**src/rtl/sgoc_cfg.svh**
```systemverilog
// Constants for the switchgear output control block
//
// Contract
// - Decode 20/220 open, 21/221 close, 22..25 signal one to four
// - Conditional and interlock programs share line range and one END
// - Latched indicator of channels 4..9 holds after 10 ms activity
// - Each channel active high or low, high by default
// - Activation and deactivation delays in 20 ms steps up to 60 s (the code does not clamp settings above 3000 steps)
// - Every channel status change yields an event record
// - One channel drives one signal output and one control target
// - Channel control requests ignore the key but obey interlock
// - Signal output follows input; open/close pulses use set time
// - Inhibiting channel blocks open/close unless interlock disabled
// - Channel 7 as energy counter serves no other function
// - After reset channels have no link to outputs
// - Pushbutton, serial and channel requests pulse only when enabled
// - Pulse times 0.1 to 100 s in 0.1 s steps, 0.1 s default
// - Direct command 0 opens, 1 closes, if interlock allows
// - Secured control arms then executes; execute or cancel disarm
// - Conditional logic drives open/close as a level
// - Supervision also drives signal output four when enabled
// - Fault output set while powered and no internal fault
// - Interlock run disabled means open and close always enabled
`ifndef SGOC_CFG_SVH
`define SGOC_CFG_SVH
// ***********************************************
// Timing
// ***********************************************
`define SGOC_CLK_NS 4
`define SGOC_TICK_NS 10000000
`define SGOC_TICK_CYC (`SGOC_TICK_NS / `SGOC_CLK_NS)
`define SGOC_STEP_TICKS 2
`define SGOC_LATCH_TICKS 2'h2
`define SGOC_UNIT_TICKS 14'hA
`define SGOC_PT_MIN 10'h001
`define SGOC_PT_MAX 10'h3E8
`define SGOC_PT_DEF 10'h001
`define SGOC_DLY_MAX 12'hBB8
// ***********************************************
// Widths and codes
// ***********************************************
`define SGOC_NCH 10
`define SGOC_NLED 6
`define SGOC_CH7 3
`define SGOC_DLY_W 12
`define SGOC_SEL_W 8
`define SGOC_PT_W 10
`define SGOC_LINE_W 9
`define SGOC_LINE_FIRST 9'h0C8
`define SGOC_LINE_LAST 9'h12C
`define SGOC_OC_OPEN 8'h14
`define SGOC_OC_CLOSE 8'h15
`define SGOC_OC_SIG1 8'h16
`define SGOC_OC_COPEN 8'hDC
`define SGOC_OC_CCLOSE 8'hDD
`define SGOC_CMD_OPEN 1'h0
`endif

```
**src/rtl/sgoc_pkg.sv**
```systemverilog
// Types for the switchgear output control block
package sgoc_pkg;
    typedef enum logic [2:0] {
        ARM_IDLE = 3'h1,
        ARM_OPEN = 3'h2,
        ARM_CLOSE = 3'h4
    } sgoc_arm_e;
    typedef logic [7:0] sgoc_code_t;
    typedef logic [7:0] sgoc_hit_t;
endpackage

```
**src/rtl/sgoc_top.sv**
```systemverilog
// Switchgear output control: inputs 4..13, open/close, signal outputs
`include "sgoc_cfg.svh"
module sgoc_top #(
    parameter int unsigned TICK_CYC = `SGOC_TICK_CYC
) (
    input wire logic ref_clk,
    input wire logic resetn,
    input wire logic [`SGOC_NCH-1:0] chan_in,
    input wire logic [`SGOC_NCH-1:0] input_polarity_sel,
    input wire logic [`SGOC_NCH*`SGOC_DLY_W-1:0] activation_delay,
    input wire logic [`SGOC_NCH*`SGOC_DLY_W-1:0] deactivation_delay,
    input wire logic [`SGOC_NCH*`SGOC_SEL_W-1:0] signal_target_sel,
    input wire logic [`SGOC_NCH*`SGOC_SEL_W-1:0] control_target_sel,
    input wire logic [`SGOC_NCH-1:0] control_inhibit_sel,
    input wire logic [`SGOC_NLED-1:0] indicator_latch_cfg,
    input wire logic indicator_reset,
    input wire logic energy_pulse_mode,
    input wire logic interlock_run_enable,
    input wire logic prog_step,
    input wire logic [`SGOC_LINE_W-1:0] prog_line,
    input wire logic prog_is_end,
    input wire sgoc_pkg::sgoc_code_t prog_code,
    input wire logic prog_value,
    input wire logic remote_key,
    input wire logic local_open_btn,
    input wire logic local_close_btn,
    input wire logic direct_cmd_valid,
    input wire logic direct_command,
    input wire logic arm_open,
    input wire logic arm_close,
    input wire logic execute_armed,
    input wire logic cancel_armed,
    input wire logic [`SGOC_PT_W-1:0] open_pulse_time,
    input wire logic [`SGOC_PT_W-1:0] close_pulse_time,
    input wire logic supervision_en,
    input wire logic supervision_alarm,
    input wire logic aux_power_ok,
    input wire logic internal_fault,
    output logic open_out,
    output logic close_out,
    output logic signal_out_one,
    output logic signal_out_two,
    output logic signal_out_three,
    output logic signal_out_four,
    output logic internal_fault_out,
    output logic [`SGOC_NLED-1:0] indicator_out,
    output logic [`SGOC_NCH-1:0] chan_active,
    output logic event_valid,
    output logic [3:0] event_chan,
    output logic event_state,
    output logic energy_pulse,
    output sgoc_pkg::sgoc_arm_e arm_state
);
    import sgoc_pkg::*;

    // ***********************************************
    // Output code decode
    // ***********************************************
    // Bits: 0 open, 1 close, 2 cond open, 3 cond close, 4..7 signals
    function automatic sgoc_hit_t oc_hit(input sgoc_code_t c);
        sgoc_hit_t h;
        h = 8'h00;
        if (c == `SGOC_OC_OPEN) h[0] = 1'h1;
        if (c == `SGOC_OC_CLOSE) h[1] = 1'h1;
        if (c == `SGOC_OC_COPEN) h[2] = 1'h1;
        if (c == `SGOC_OC_CCLOSE) h[3] = 1'h1;
        for (int k = 0; k < 4; k++) begin
            if (c == `SGOC_OC_SIG1 + 8'(k)) h[4+k] = 1'h1;
        end
        return h;
    endfunction

    // ***********************************************
    // Timebase
    // ***********************************************
    logic [21:0] tick_cnt_q;
    logic tick;
    assign tick = (tick_cnt_q == 22'(TICK_CYC - 1));
    always_ff @(posedge ref_clk or negedge resetn) begin
        if (!resetn) tick_cnt_q <= 22'h0;
        else if (tick) tick_cnt_q <= 22'h0;
        else tick_cnt_q <= tick_cnt_q + 22'h1;
    end

    // ***********************************************
    // Input channels
    // ***********************************************
    logic [`SGOC_NCH-1:0] act, chg, eff, chg_eff, rise;
    for (genvar g = 0; g < `SGOC_NCH; g++) begin : g_ch
        sgoc_chan u_ch (
            .ref_clk(ref_clk),
            .resetn(resetn),
            .pin_in(chan_in[g]),
            .polarity_high(input_polarity_sel[g]),
            .tick(tick),
            .act_dly(activation_delay[g*`SGOC_DLY_W +: `SGOC_DLY_W]),
            .deact_dly(deactivation_delay[g*`SGOC_DLY_W +: `SGOC_DLY_W]),
            .active(act[g]),
            .change(chg[g])
        );
    end
    // Counter channel is masked out of every other function
    always_comb begin
        eff = act;
        chg_eff = chg;
        if (energy_pulse_mode) begin
            eff[`SGOC_CH7] = 1'h0;
            chg_eff[`SGOC_CH7] = 1'h0;
        end
    end
    assign rise = chg_eff & eff;
    assign chan_active = eff;
    always_ff @(posedge ref_clk or negedge resetn) begin
        if (!resetn) energy_pulse <= 1'h0;
        else energy_pulse <= energy_pulse_mode && chg[`SGOC_CH7] && act[`SGOC_CH7];
    end

    // ***********************************************
    // Channel links to outputs
    // ***********************************************
    // Zero selectors decode to nothing, so reset leaves no links
    logic inh_open, inh_close, ch_open, ch_close;
    logic [3:0] ch_sig;
    always_comb begin
        sgoc_hit_t ct, st;
        ct = 8'h00;
        st = 8'h00;
        inh_open = 1'h0;
        inh_close = 1'h0;
        ch_open = 1'h0;
        ch_close = 1'h0;
        ch_sig = 4'h0;
        for (int i = 0; i < `SGOC_NCH; i++) begin
            ct = oc_hit(control_target_sel[i*`SGOC_SEL_W +: `SGOC_SEL_W]);
            st = oc_hit(signal_target_sel[i*`SGOC_SEL_W +: `SGOC_SEL_W]);
            if (control_inhibit_sel[i]) begin
                inh_open = inh_open | (eff[i] & ct[0]);
                inh_close = inh_close | (eff[i] & ct[1]);
            end else begin
                ch_open = ch_open | (rise[i] & ct[0]);
                ch_close = ch_close | (rise[i] & ct[1]);
            end
            ch_sig = ch_sig | ({4{eff[i]}} & st[7:4]);
        end
    end

    // ***********************************************
    // Program result capture
    // ***********************************************
    // Results of one scan are committed together at the shared END
    logic in_range;
    sgoc_hit_t ph, scan_q, res_q;
    assign in_range = prog_line >= `SGOC_LINE_FIRST && prog_line <= `SGOC_LINE_LAST;
    assign ph = oc_hit(prog_code);
    always_ff @(posedge ref_clk or negedge resetn) begin
        if (!resetn) begin
            scan_q <= 8'h00;
            res_q <= 8'h00;
        end else if (prog_step && in_range) begin
            if (prog_is_end) begin
                res_q <= scan_q;
                scan_q <= 8'h00;
            end else if (prog_value) begin
                scan_q <= scan_q | ph;
            end
        end
    end

    // ***********************************************
    // Interlock permission
    // ***********************************************
    logic permit_open, permit_close;
    assign permit_open = !interlock_run_enable || (res_q[0] && !inh_open);
    assign permit_close = !interlock_run_enable || (res_q[1] && !inh_close);

    // ***********************************************
    // Secured control
    // ***********************************************
    always_ff @(posedge ref_clk or negedge resetn) begin
        if (!resetn) arm_state <= ARM_IDLE;
        else if (execute_armed || cancel_armed) arm_state <= ARM_IDLE;
        else if (remote_key && arm_open) arm_state <= ARM_OPEN;
        else if (remote_key && arm_close) arm_state <= ARM_CLOSE;
    end

    // ***********************************************
    // Open and close requests
    // ***********************************************
    // Local buttons act only in local, serial commands only in remote
    logic open_req, close_req, open_start, close_start;
    logic open_busy, close_busy, dir_ok;
    assign dir_ok = remote_key && direct_cmd_valid;
    assign open_req = ch_open || (local_open_btn && !remote_key)
        || (dir_ok && direct_command == `SGOC_CMD_OPEN)
        || (remote_key && execute_armed && arm_state == ARM_OPEN);
    assign close_req = ch_close || (local_close_btn && !remote_key)
        || (dir_ok && direct_command != `SGOC_CMD_OPEN)
        || (remote_key && execute_armed && arm_state == ARM_CLOSE);
    assign open_start = open_req && permit_open;
    assign close_start = close_req && permit_close;

    sgoc_pulse u_open (
        .ref_clk(ref_clk),
        .resetn(resetn),
        .start(open_start),
        .tick(tick),
        .len(open_pulse_time),
        .busy(open_busy)
    );
    sgoc_pulse u_close (
        .ref_clk(ref_clk),
        .resetn(resetn),
        .start(close_start),
        .tick(tick),
        .len(close_pulse_time),
        .busy(close_busy)
    );

    // ***********************************************
    // Output drivers
    // ***********************************************
    always_ff @(posedge ref_clk or negedge resetn) begin
        if (!resetn) begin
            open_out <= 1'h0;
            close_out <= 1'h0;
        end else begin
            open_out <= open_busy || res_q[2];
            close_out <= close_busy || res_q[3];
        end
    end
    always_ff @(posedge ref_clk or negedge resetn) begin
        if (!resetn) begin
            signal_out_one <= 1'h0;
            signal_out_two <= 1'h0;
            signal_out_three <= 1'h0;
            signal_out_four <= 1'h0;
        end else begin
            signal_out_one <= ch_sig[0] || res_q[4];
            signal_out_two <= ch_sig[1] || res_q[5];
            signal_out_three <= ch_sig[2] || res_q[6];
            signal_out_four <= ch_sig[3] || res_q[7]
                || (supervision_en && supervision_alarm);
        end
    end
    always_ff @(posedge ref_clk or negedge resetn) begin
        if (!resetn) internal_fault_out <= 1'h0;
        else internal_fault_out <= aux_power_ok && !internal_fault;
    end

    // ***********************************************
    // Indicators for channels 4..9
    // ***********************************************
    // Two tick edges guarantee at least one full tick of activity
    logic [1:0] led_cnt_q [`SGOC_NLED];
    logic [`SGOC_NLED-1:0] mem_q;
    always_ff @(posedge ref_clk or negedge resetn) begin
        if (!resetn) begin
            mem_q <= '0;
            indicator_out <= '0;
            for (int i = 0; i < `SGOC_NLED; i++) led_cnt_q[i] <= 2'h0;
        end else begin
            for (int i = 0; i < `SGOC_NLED; i++) begin
                if (!eff[i]) led_cnt_q[i] <= 2'h0;
                else if (tick && led_cnt_q[i] != `SGOC_LATCH_TICKS)
                    led_cnt_q[i] <= led_cnt_q[i] + 2'h1;
                if (indicator_latch_cfg[i] && led_cnt_q[i] == `SGOC_LATCH_TICKS)
                    mem_q[i] <= 1'h1;
                else if (indicator_reset || !indicator_latch_cfg[i])
                    mem_q[i] <= 1'h0;
                indicator_out[i] <= eff[i] || mem_q[i];
            end
        end
    end

    // ***********************************************
    // Event reporting
    // ***********************************************
    // Pending flags keep simultaneous changes; a new change beats the clear
    logic [`SGOC_NCH-1:0] pend_q, pick;
    logic [3:0] pick_idx;
    always_comb begin
        pick = '0;
        pick_idx = 4'h0;
        for (int i = `SGOC_NCH - 1; i >= 0; i--) begin
            if (pend_q[i]) begin
                pick = '0;
                pick[i] = 1'h1;
                pick_idx = 4'(i);
            end
        end
    end
    always_ff @(posedge ref_clk or negedge resetn) begin
        if (!resetn) begin
            pend_q <= '0;
            event_valid <= 1'h0;
            event_chan <= 4'h0;
            event_state <= 1'h0;
        end else begin
            pend_q <= (pend_q & ~pick) | chg_eff;
            event_valid <= |pend_q;
            event_chan <= pick_idx + 4'h4;
            event_state <= eff[pick_idx];
        end
    end
endmodule

```
**src/rtl/sgoc_chan.sv**
```systemverilog
// One conditioned input channel: sync, polarity, delays
`include "sgoc_cfg.svh"
module sgoc_chan (
    input wire logic ref_clk,
    input wire logic resetn,
    input wire logic pin_in,
    input wire logic polarity_high,
    input wire logic tick,
    input wire logic [`SGOC_DLY_W-1:0] act_dly,
    input wire logic [`SGOC_DLY_W-1:0] deact_dly,
    output logic active,
    output logic change
);
    logic s1_q, s2_q, s3_q, lvl_q, act_q, chg_q, want, go;
    logic [12:0] cnt_q, lim;
    always_ff @(posedge ref_clk or negedge resetn) begin
        if (!resetn) begin
            s1_q <= 1'h0;
            s2_q <= 1'h0;
            s3_q <= 1'h0;
            lvl_q <= 1'h0;
        end else begin
            s1_q <= pin_in;
            s2_q <= s1_q;
            s3_q <= s2_q;
            if (s2_q == s3_q) lvl_q <= s3_q;
        end
    end
    assign want = (lvl_q == polarity_high);
    assign lim = {(want ? act_dly : deact_dly), 1'h0};
    assign go = (want != act_q) && (cnt_q >= lim);
    always_ff @(posedge ref_clk or negedge resetn) begin
        if (!resetn) begin
            act_q <= 1'h0;
            chg_q <= 1'h0;
            cnt_q <= 13'h0;
        end else begin
            chg_q <= go;
            if (go) act_q <= want;
            if (go || want == act_q) cnt_q <= 13'h0;
            else if (tick) cnt_q <= cnt_q + 13'h1;
        end
    end
    assign active = act_q;
    assign change = chg_q;
endmodule

```
**src/rtl/sgoc_pulse.sv**
```systemverilog
// Timed control pulse in 0.1 s units
`include "sgoc_cfg.svh"
module sgoc_pulse (
    input wire logic ref_clk,
    input wire logic resetn,
    input wire logic start,
    input wire logic tick,
    input wire logic [`SGOC_PT_W-1:0] len,
    output logic busy
);
    logic busy_q;
    logic [13:0] cnt_q;
    logic [`SGOC_PT_W-1:0] len_c;
    // Out-of-range settings are clamped rather than rejected
    always_comb begin
        len_c = len;
        if (len < `SGOC_PT_MIN) len_c = `SGOC_PT_MIN;
        if (len > `SGOC_PT_MAX) len_c = `SGOC_PT_MAX;
    end
    always_ff @(posedge ref_clk or negedge resetn) begin
        if (!resetn) begin
            busy_q <= 1'h0;
            cnt_q <= 14'h0;
        end else if (start && !busy_q) begin
            busy_q <= 1'h1;
            cnt_q <= 14'(len_c) * `SGOC_UNIT_TICKS;
        end else if (busy_q && tick) begin
            if (cnt_q <= 14'h1) busy_q <= 1'h0;
            cnt_q <= cnt_q - 14'h1;
        end
    end
    assign busy = busy_q;
endmodule

```
**config.mk**
```make
export PLATFORM = sky130hd
export DESIGN_NAME = sgoc_top
export DESIGN_NICKNAME = d
export VERILOG_FILES = /design/src/rtl/sgoc_pkg.sv /design/src/rtl/sgoc_top.sv /design/src/rtl/sgoc_chan.sv /design/src/rtl/sgoc_pulse.sv
export VERILOG_INCLUDE_DIRS = /design/src /design/src/rtl
export SDC_FILE = /design/constraint.sdc
export NUM_CORES = 1
export LEC_CHECK = 0
export ABC_AREA = 1
export BUFFER_PORTS_ARGS = -buffer_cell sky130_fd_sc_hd__buf_2
export CORE_ASPECT_RATIO = 1.1
export CORE_MARGIN = 2
export CORE_UTILIZATION = 40
export CTS_BUF_LIST = sky130_fd_sc_hd__clkbuf_8 sky130_fd_sc_hd__clkbuf_16
export DETAILED_ROUTE_END_ITERATION = 16
export GPL_ROUTABILITY_DRIVEN = 0
export SLEW_MARGIN = 15
export SYNTH_ARGS = -nofsm -noshare
export SYNTH_HDL_FRONTEND = slang
export SYNTH_SLANG_ARGS = --single-unit
```
**constraint.sdc**
```tcl
create_clock -name ref_clk -period 6.45 [get_ports ref_clk]
set_input_delay 0.9675 -clock ref_clk [delete_from_list [all_inputs] [get_ports ref_clk]]
set_output_delay 0.9675 -clock ref_clk [all_outputs]
set_load 0.05 [all_outputs]
```
==> flow_metrics.py, run 1 <==
metrics = {
    "run_status": {
        "outcome": "finished, final reports clean",
    },
    "cells_and_area": {
        "area_growth_pct": 20.38,
        "layout_common_cells": "nand2_1, buf_2, inv_1",
        "final_common_cell": "nand2_1",
        "final_nets": 4165,
        "fillers": 5708,
        "layout-drive-gt1-share": 0.1910,
    },
    "power": {
        "ir_drop_uv": 165.7,
        "powerDensity_mw_per_mm2": 215.4,
        "leakagePower_nw": 13.39,
    },
    "sta": {
        "fin_crit_sh": 0.5618,
        "fin_ws_ns": 2.826,
        "skew_ns": 0.02034,
        "setup_viol": 0,
        "fin_crit_ns": 3.624,
        "slew_headroom": 0.2171,
        "worst_pin_slew_ns": 1.173,
        "holdWs_ns": 0.3459,
        "drv_slew": 0,
        "clock.fmax_mhz": 276.0,
        "hold_viol": 0,
        "rsz0062_at_grt": "false",
        "setup_tns_ns": 0,
    },
    "hold_path": {
        "hp-class": "register to register",
    },
    "setup_path": {
        "endpoint_kind": "register",
        "critPathRequiredTime_ns": 6.90,
        "crit_slowest_cell": "nand2_1",
        "cpMostUsedCell": "o21ai_0",
        "worstSetupPathType": "primary input to register",
        "slowest_delay_ns": 0.68,
        "critPathArrivalTime_ns": 4.08,
        "path_max_fanout": 15,
        "critPathLaunchType": "primary input",
        "path_cells": "buf_2 -> or2_1 -> nand2_1 -> mux2i_1 -> ha_1 -> nand2_1 -> o21ai_0 -> o21ai_0 -> inv_1 -> o21ai_0 -> nand3_1 -> inv_1 -> nand3_1 -> o21ai_0",
    },
    "global_routing": {
        "gr-total-overflow": 0,
        "gr-usage-all-layers": 0.2414,
        "grt_pass1_wl_um": 111600,
        "grtUsageMet3": 0.03692,
        "use_met1": 0.3076,
        "grt_max_degree": 122,
        "grt_pass1_vias": 20740,
        "antenna_found_initial": 9,
        "met2_usage": 0.4199,
        "busiest_layer": "met2",
    },
    "synthesis": {
        "synth-edff-count": 0,
        "yosysWarnings": 0,
        "synth_compound_area_frac": 0.08733,
        "ys.flop_type": "dfrtp_1",
        "synth_top_family_by_area": "simple AND/OR/NAND/NOR gates",
        "yosys.area_share.adder": 0.1015,
        "async_flop_share": 1.000,
        "synth.avg_cell_area_um2": 7.603,
        "synth-seq-cells": 309,
        "synth_xor_area_frac": 0.04441,
        "synthMuxAreaShare": 0.05344,
        "synth_cells": 2987,
        "ys_seq_area_frac": 0.3406,
        "synth-simple-area-share": 0.2898,
        "syn_nets": 3656,
        "netlist_area_mm2": 0.02271,
        "synthDistinctLibCells": 62,
    },
    "clocking": {
        "ctsResizeCount": 0,
        "postCtsHoldBufs": 0,
        "cts-root-buf": "clkbuf_16",
        "worstSkewPairLatency_ns": 0.56,
        "cts_tree": "yes",
        "cts_buffers": 40,
        "clk_pin_slew_ns": 0.05,
        "post_cts_buffers": 0,
        "clockBufferDepth": 3,
        "htreeDepth": 2,
        "clock-sinks": 309,
    },
    "routing": {
        "firstDrtPassIters": 5,
        "drc_errors": 0,
        "drt_iter0_drc": 1081,
        "ant_nets": 0,
        "vias": 21860,
        "routedWlPerCell_um": 17.01,
        "wl_um": 72640,
        "post_drt_via_cell_ratio": 5.117,
    },
    "place": {
        "place.detailed.hpwl_um": 57430,
        "port_buffers": 526,
        "place_ws_ns": 2.245,
    },
    "die": {
        "die-width_um": 231.2,
        "start_util": 0.4046,
        "row_count": 91,
        "core-area_mm2": 0.05613,
        "ios": 527,
        "fp.dieH_um": 253.9,
        "dieArea_mm2": 0.05870,
    },
    "flow_run": {
        "cap_violations": 0,
    },
}
## cell families after synthesis
group / count (synthesis)
fa+ha+maj: 185
buf+inv: 459
flops: 309
compound gates: 365
xor+xnor: 110
mux: 120
simple gates: 1439
## state kept, by name, indices dropped and copies added, names as in the netlist, 12 cells and up
name,cells
g_ch.u_ch.cnt_q,130
tick_cnt_q,22
u_close.cnt_q,14
u_open.cnt_q,14
led_cnt_q,12
## area by class of cell
| type | count | area [um^2] | area share |
|---|---|---|---|
| clock inverter | 20 | 250.2 | 0.009154 |
| multi-input combinational | 2219 | 13100 | 0.4791 |
| clock buffer | 49 | 1136 | 0.04156 |
| timing repair buffer | 532 | 2700 | 0.09877 |
| tap | 744 | 930.9 | 0.03405 |
| antenna | 4 | 10.01 | 0.0003661 |
| inverter | 394 | 1479 | 0.05410 |
| sequential | 309 | 7734 | 0.2829 |
## cell usage after synthesis (4+ instances only)
cell type  instances  area (um^2)
and3_1             9        56.30
maj3_1            10        100.1
o21ai_0          176        880.8
mux2i_1          110         1101
nand2_1          568         2132
o21a_1             9        67.56
mux2_2            10        112.6
clkbuf_1          12        45.04
o211ai_1           6        45.04
xor2_1            88        770.7
ha_1             173         2165
nand2_2            8        50.05
nor4_1            72        450.4
a21oi_1          124        620.6
nand4_1           77        481.7
xnor2_1           16        140.1
o31ai_1           13        97.59
nand3_2            4        40.04
a21o_1             4        30.03
or2_2             19        118.9
buf_4             24        180.2
nor2_1           273         1025
nand3_1          215         1076
inv_2              7        26.28
nand3b_1          18        135.1
xor2_2             6        97.59
dfrtp_1          308         7707
o21ai_1            7        35.03
nor3_1           139        695.7
or2_1              4        25.02
inv_1            386         1449
buf_2             20        100.1
buf_6              6        67.56
or2_0              6        37.54
o21bai_1           5        37.54
nor3_2            10        100.1
a31oi_1            5        31.28
## report_power, final
| group | leakage [nW] | switching, W | total, W | internal [W] |
|---|---|---|---|---|
| Sequential | 4.04 | 0.000140 | 0.00215 | 0.00201 |
| Combinational | 8.64 | 0.000956 | 0.00137 | 0.000418 |
| Clock | 0.705 | 0.000885 | 0.00236 | 0.00148 |
## per-stage QoR
| step | cell area (um^2) | utilization | cells | power [W] |
|---|---|---|---|---|
| global placement | 25940 | 0.4621 | 4198 | 0.003566 |
| detailed placement | 25940 | 0.4621 | 4198 | 0.003569 |
| global route | 27340 | 0.4870 | 4271 | 0.006188 |
| floorplan | 22710 | - | 2987 | 0.003035 |
| finish | 27340 | 0.4870 | 4271 | 0.005887 |
| CTS | 27330 | 0.4868 | 4267 | 0.005969 |
## worst max-delay path: cells and delay by family
family,cells,cell delay [ns]
fa+ha+maj,1,0.29
buf+inv,3,0.30
compound gates,4,0.71
mux,1,0.32
simple gates,5,1.47
## worst paths after layout
kind / endpoint / depth (start not counted) / from / slack, ns
worst max-delay path: g_ch[7].u_ch.cnt_q[10] / 14 / input_polarity_sel[7] / 2.83
worst min-delay path: g_ch[8].u_ch.s2_q / 0 / g_ch[8].u_ch.s1_q / 0.35
worst max register to register: g_ch[7].u_ch.cnt_q[10] / 13 / g_ch[7].u_ch.lvl_q / 2.97
worst min register to register: g_ch[8].u_ch.s2_q / 0 / g_ch[8].u_ch.s1_q / 0.35
max in group asynchronous: g_ch[8].u_ch.s3_q / 2 / resetn / 4.68
min in group asynchronous: g_ch[9].u_ch.cnt_q[10] / 1 / resetn / 0.37
## routing by layer
layer	wire length, um	share of wire
met5	58	0.00080
met4	1940	0.027
met3	3557	0.049
met2	35180	0.48
met1	31900	0.44
Note: power is estimated with default switching activity, not from simulation.
==> run 2, diff against run 1 <==
clock period = 3 ns   (was 6.45 ns; I/O delays follow)
==> run 2 against run 1 <==
Die area unchanged. Combinational power increased to 2.6 times the previous value. Clock skew decreased by 0.00080 ns. Core utilization is 1.9 points higher. Critical endpoint is now g_ch[7].u_ch.cnt_q[9]. Critical path type is now register to register. Setup slack lost 2.7 ns. Register-to-register slack got worse by 2.8 ns.
==> flow_metrics.py, run 2 (synthesized netlist as in run 1, its figures left out) <==
metrics = {
    "run_status": {
        "outcome": "finished, final reports clean",
    },
    "die": {
        "row_count": 91,
        "start_util": 0.4046,
        "ios": 527,
        "die-width_um": 231.2,
        "core-area_mm2": 0.05613,
        "dieArea_mm2": 0.05870,
        "fp.dieH_um": 253.9,
    },
    "setup_path": {
        "path_max_fanout": 8,
        "path_delay_family": "simple AND/OR/NAND/NOR gates",
        "crit_buf_inv": 4,
        "timing.rr.start": "g_ch[7].u_ch.lvl_q",
        "critPathRequiredTime_ns": 3.42,
        "worstSetupEndpoint": "g_ch[7].u_ch.cnt_q[9]",
        "cpMostUsedCell": "nand2_1",
        "r2r.worst_path.cells": 16,
        "critPathLaunchType": "register",
        "critPathArrivalTime_ns": 3.25,
        "endpoint_kind": "register",
        "crit_slowest_cell": "dfrtp_1",
        "rr_endpoint": "g_ch[7].u_ch.cnt_q[9]",
        "r2r_setup_slack_ns": 0.18,
        "worstSetupPathType": "register to register",
        "cp.depth": 16,
        "slowest_delay_ns": 0.38,
        "path_cells": "or2_1 -> nand2_1 -> buf_12 -> buf_4 -> mux2i_1 -> ha_1 -> nand2_1 -> nor4_1 -> o21ai_0 -> nand3_1 -> inv_1 -> nand2_1 -> buf_4 -> nor2_1 -> nand2_1 -> o21ai_0",
        "worstSetupStartpoint": "g_ch[7].u_ch.lvl_q",
    },
    "clocking": {
        "cts-root-buf": "clkbuf_16",
        "worstSkewPairLatency_ns": 0.56,
        "clk_pin_slew_ns": 0.05,
        "cts_tree": "yes",
        "clockBufferDepth": 3,
        "clock-sinks": 309,
        "htreeDepth": 2,
        "cts_buffers": 40,
    },
    "cells_and_area": {
        "finish.utilization": 0.5062,
        "final_common_cell": "nand2_1",
        "top_register": "g_ch.u_ch.cnt_q",
        "fin_cells": 4380,
        "layout-drive-gt1-share": 0.2155,
        "layout_common_cells": "nand2_1, buf_2, inv_1",
        "largest_reg_flops": 130,
        "stdcell_area_mm2": 0.02841,
        "area_growth_pct": 25.12,
        "largest_registers": "g_ch.u_ch.cnt_q: 130 flops, tick_cnt_q: 22 flops",
        "final_nets": 4271,
    },
    "sta": {
        "slew_headroom": 0.4140,
        "fin_crit_sh": 0.9415,
        "hold_viol": 0,
        "rsz0062_at_grt": "false",
        "fin_crit_ns": 2.824,
        "clock.fmax_mhz": 354.1,
        "drv_slew": 0,
        "worst_pin_slew_ns": 0.8709,
        "setup_viol": 0,
        "skew_ns": 0.01954,
    },
    "flow_run": {
        "cap_violations": 0,
    },
    "power": {
        "power_w": 0.01312,
        "ir_drop_uv": 520.3,
        "powerDensity_mw_per_mm2": 461.6,
        "leakagePower_nw": 13.99,
    },
    "place": {
        "placed_cells": 4293,
        "post_dp_cell_area_mm2": 0.02682,
        "place.detailed.hpwl_um": 59200,
        "port_buffers": 526,
    },
    "routing": {
        "wl_met2_um": 36040,
        "wl_met1_um": 31560,
        "ant_nets": 0,
        "wl_met3_um": 3553,
        "wl_um": 73320,
        "drc_errors": 0,
        "firstDrtPassIters": 5,
        "top_layer_used": "met5",
        "routedWlPerCell_um": 16.74,
        "vias": 22100,
        "drt_iter0_drc": 1053,
        "post_drt_via_cell_ratio": 5.045,
    },
    "hold_path": {
        "hp-class": "primary input to register",
    },
    "global_routing": {
        "gr-usage-all-layers": 0.2430,
        "grt_pass1_wl_um": 112000,
        "antenna_found_initial": 6,
        "grt_pass1_vias": 20820,
        "gr-total-overflow": 0,
        "grt_max_degree": 78,
    },
}
run 2: cell types whose count changed in the layout (fill, tap and decap cells not counted), moves of 3 or more:
cell and delta:
clkinv_2 +4, buf_4 +83, buf_12 +13, nand3_4 +3, dlygate4sd3_1 +10, o21ai_0 -3
o21ai_1 +3, inv_2 +3, mux2i_1 -3
run 2: stage by stage:
step	hold slack (ns)	worst slack, ns	setup TNS, ns
floorplan	0.1544	0.1403	0
global placement	0.3325	-0.2124	-2.246
detailed placement	0.3347	-0.3208	-4.496
CTS	0.009365	0.06642	0
global route	0.03322	0.004243	0
finish	0.05111	0.1756	0
run 2: area by class of cell:
cell class / count / area, um^2
antenna: 2 / 5.005
clock buffer: 47 / 1109
fill: 5605 / 27720
timing repair buffer: 638 / 3684
sequential: 309 / 7734
multi-input combinational: 2219 / 13180
tap: 744 / 930.9
inverter: 394 / 1479
clock inverter: 27 / 292.8
run 2: how the worst min path moves through the flow:
stage / start / endpoint / slack, ns / cells after the start
after CTS: internal_fault / internal_fault_out / 0.009 / 2
after global placement: g_ch[2].u_ch.s1_q / g_ch[2].u_ch.s2_q / 0.33 / 0
after global routing: internal_fault / internal_fault_out / 0.03 / 2
after detailed placement: g_ch[0].u_ch.s1_q / g_ch[0].u_ch.s2_q / 0.33 / 0
final: internal_fault / internal_fault_out / 0.05 / 2
after floorplan: resetn / arm_state[1] / 0.15 / 0
run 2: what timing repair did:
item                                    in CTS  in global routing
endpoints found under the hold margin       78                  0
hold buffers                                10                  0
endpoints found under the setup margin       8                 74
pin swaps                                    0                  1
resized for setup                            1                 21
buffers inserted                             0                  1
run 2: report_power, final:
part           internal (W)  total [W]  switching [W]  leakage, nW
combinational       0.00125    0.00350        0.00226         9.22
sequential          0.00432    0.00451       0.000191         4.04
clock               0.00316    0.00510        0.00195        0.725
run 2: routing by layer:
metal / up-vias / GRT usage
met2: 557 / 0.4278
met1: 10100 / 0.3031
li1: 11320 / -
met4: 6 / 0.08350
met5: - / 0
met3: 113 / 0.03546
run 2: worst register-to-register path: stages (launching register included):
cell and delay [ns]:
dfrtp_1 0.38, or2_1 0.21, nand2_1 0.10, buf_12 0.15, buf_4 0.16, mux2i_1 0.27, ha_1 0.21, nand2_1 0.10
nor4_1 0.30, o21ai_0 0.17, nand3_1 0.16, inv_1 0.09, nand2_1 0.08, buf_4 0.15, nor2_1 0.04, nand2_1 0.05
o21ai_0 0.08
==> run 3, diff against run 2 <==
CORE_UTILIZATION = 25   (was 40)
==> run 3 against run 2 <==
Total power grew 3.0%. Cell area increased by 3.1%. Die area grew 59%. Critical path depth fell by 2. Sequential cell count stayed put. Sequential share of layout area fell by 0.81 points. Via count grew 3.0%. Sequential power about the same. Critical path type unchanged. Largest power group unchanged.
==> flow_metrics.py, run 3 (synthesized netlist as in run 1, its figures left out) <==
metrics = {
    "setup_path": {
        "crit_slowest_cell": "dfrtp_1",
        "timing.rr.start": "g_ch[8].u_ch.lvl_q",
        "critPathArrivalTime_ns": 3.32,
        "critPathRequiredTime_ns": 3.50,
        "crit_buf_inv": 3,
        "path_delay_family": "simple AND/OR/NAND/NOR gates",
        "cp.depth": 14,
        "r2r_setup_slack_ns": 0.17,
        "rr_endpoint": "g_ch[8].u_ch.cnt_q[3]",
        "worstSetupPathType": "register to register",
        "cpMostUsedCell": "o21ai_0",
        "path_max_fanout": 8,
        "endpoint_kind": "register",
        "path_cells": "or2_2 -> nand2_4 -> mux2i_2 -> ha_1 -> nand2_1 -> o21ai_0 -> o21ai_0 -> inv_1 -> o21ai_0 -> nand3_2 -> inv_2 -> nand2_2 -> buf_4 -> nor3_1",
        "critPathLaunchType": "register",
        "r2r.worst_path.cells": 14,
        "slowest_delay_ns": 0.39,
    },
    "die": {
        "core-area_mm2": 0.08979,
        "fp.dieH_um": 320.1,
        "dieArea_mm2": 0.09327,
        "ios": 527,
        "start_util": 0.2529,
        "row_count": 115,
        "die-width_um": 291.4,
    },
    "cells_and_area": {
        "finish.utilization": 0.3261,
        "top_register": "g_ch.u_ch.cnt_q",
        "seqCellArea_mm2": 0.007734,
        "largest_registers": "g_ch.u_ch.cnt_q: 130 flops, tick_cnt_q: 22 flops",
        "fillers": 9627,
        "final_common_cell": "nand2_1",
        "layout_common_cells": "nand2_1, buf_2, inv_1",
        "area_growth_pct": 28.95,
        "layout-drive-gt1-share": 0.2240,
        "largest_reg_flops": 130,
        "stdcell_area_mm2": 0.02928,
        "multiInputGateArea_mm2": 0.01325,
        "final_nets": 4301,
    },
    "routing": {
        "drc_errors": 0,
        "wl_um": 85580,
        "vias": 22760,
        "firstDrtPassIters": 5,
        "ant_nets": 0,
        "routedWlPerCell_um": 17.67,
        "post_drt_via_cell_ratio": 4.698,
        "drt_iter0_drc": 1427,
    },
    "power": {
        "clockPowerShare": 0.393,
        "power_frac_comb": 0.272,
        "power.share.switching": 0.3479,
        "powerDensity_mw_per_mm2": 461.2,
        "internal_power_w": 0.008807,
        "power_frac_seq": 0.335,
        "power_w": 0.01351,
        "leakagePower_nw": 14.14,
        "ir_drop_uv": 396.8,
        "power.switching_w": 0.004699,
    },
    "clocking": {
        "cts_buffers": 41,
        "cts-root-buf": "clkbuf_16",
        "clockBufferDepth": 3,
        "clk_pin_slew_ns": 0.06,
        "worstSkewPairLatency_ns": 0.59,
        "htreeDepth": 2,
        "cts_tree": "yes",
        "clock-sinks": 309,
    },
    "global_routing": {
        "antenna_found_initial": 21,
        "busiest_layer": "met2",
        "grt_max_degree": 72,
        "grtUsageMet3": 0.02848,
        "grt_pass1_vias": 22290,
        "use_met1": 0.2349,
        "gr-total-overflow": 0,
        "gr-usage-all-layers": 0.1791,
        "met2_usage": 0.3028,
        "grt_pass1_wl_um": 129000,
    },
    "sta": {
        "fin_crit_sh": 0.9418,
        "setup_viol": 0,
        "clock.fmax_mhz": 353.9,
        "skew_ns": 0.03299,
        "hold_viol": 0,
        "worst_pin_slew_ns": 0.9598,
        "slew_headroom": 0.3548,
        "drv_slew": 0,
        "fin_crit_ns": 2.825,
        "rsz0062_at_grt": "true",
    },
    "hold_path": {
        "min-delay-start": "aux_power_ok",
        "min_delay_path_depth": 3,
        "hold_end": "internal_fault_out",
        "hp-class": "primary input to register",
    },
    "place": {
        "post_dp_cell_area_mm2": 0.02748,
        "port_buffers": 526,
        "place.detailed.hpwl_um": 69910,
    },
    "flow_run": {
        "cap_violations": 0,
    },
    "run_status": {
        "outcome": "finished, final reports clean",
    },
}
[run 3: cell type report]
class | count | area share
Timing Repair Buffer | 667 | 0.1321
Tap cell | 1170 | 0.04999
Clock inverter | 25 | 0.01038
Sequential cell | 309 | 0.2641
Multi-Input combinational cell | 2219 | 0.4524
Inverter | 394 | 0.05050
Clock buffer | 51 | 0.03974
Antenna cell | 9 | 0.0007691
[run 3: worst min-delay path: cells and delay by family]
family        cells  cell delay [ns]
simple gates      1             0.03
buf+inv           2             0.13
[run 3: worst max-delay path by stage]
stage / end / startpoint / slack (ns)
2_1_floorplan: g_ch[8].u_ch.cnt_q[10] / input_polarity_sel[8] / 0.14
3_3_place_gp: g_ch[8].u_ch.cnt_q[3] / input_polarity_sel[8] / -0.24
3_5_place_dp: g_ch[8].u_ch.cnt_q[3] / input_polarity_sel[8] / -0.30
4_1_cts: g_ch[8].u_ch.cnt_q[3] / g_ch[8].u_ch.lvl_q / 0.01
5_1_grt: g_ch[1].u_ch.cnt_q[11] / g_ch[1].u_ch.lvl_q / -0.02
6_report: g_ch[8].u_ch.cnt_q[3] / g_ch[8].u_ch.lvl_q / 0.17
[run 3: power by group through the flow]
| stage | registers (W) | logic [W] | clock network (W) |
|---|---|---|---|
| 2_1_floorplan | 0.00466 | 0.00186 | 0 |
| 3_3_place_gp | 0.00460 | 0.00356 | 0 |
| 3_5_place_dp | 0.00460 | 0.00357 | 0 |
| 4_1_cts | 0.00453 | 0.00361 | 0.00549 |
| 5_1_grt | 0.00455 | 0.00401 | 0.00564 |
| 6_report | 0.00452 | 0.00367 | 0.00531 |
[run 3: repair_timing]
action	CTS	global route
endpoints found under the setup margin	17	70
endpoints found under the hold margin	74	0
gates resized for setup	7	34
hold buffers	12	0
buffers inserted	0	3
pin swaps	0	4
[run 3: stage by stage]
stage	hold WS (ns)	setup slack (ns)	std cells	setup TNS, ns
2_1_floorplan	0.1544	0.1403	2987	0
3_3_place_gp	0.3315	-0.2367	4744	-3.533
3_5_place_dp	0.3347	-0.3037	4744	-5.562
4_1_cts	0.02294	0.01010	4832	0
5_1_grt	0.03736	-0.02103	4842	-0.05690
6_report	0.07763	0.1747	4844	0
[run 3: layer usage]
layer	up-vias	part of all wire
met5	-	0.0010
met4	12	0.026
met3	115	0.056
met2	688	0.47
met1	10580	0.45
li1	11360	-
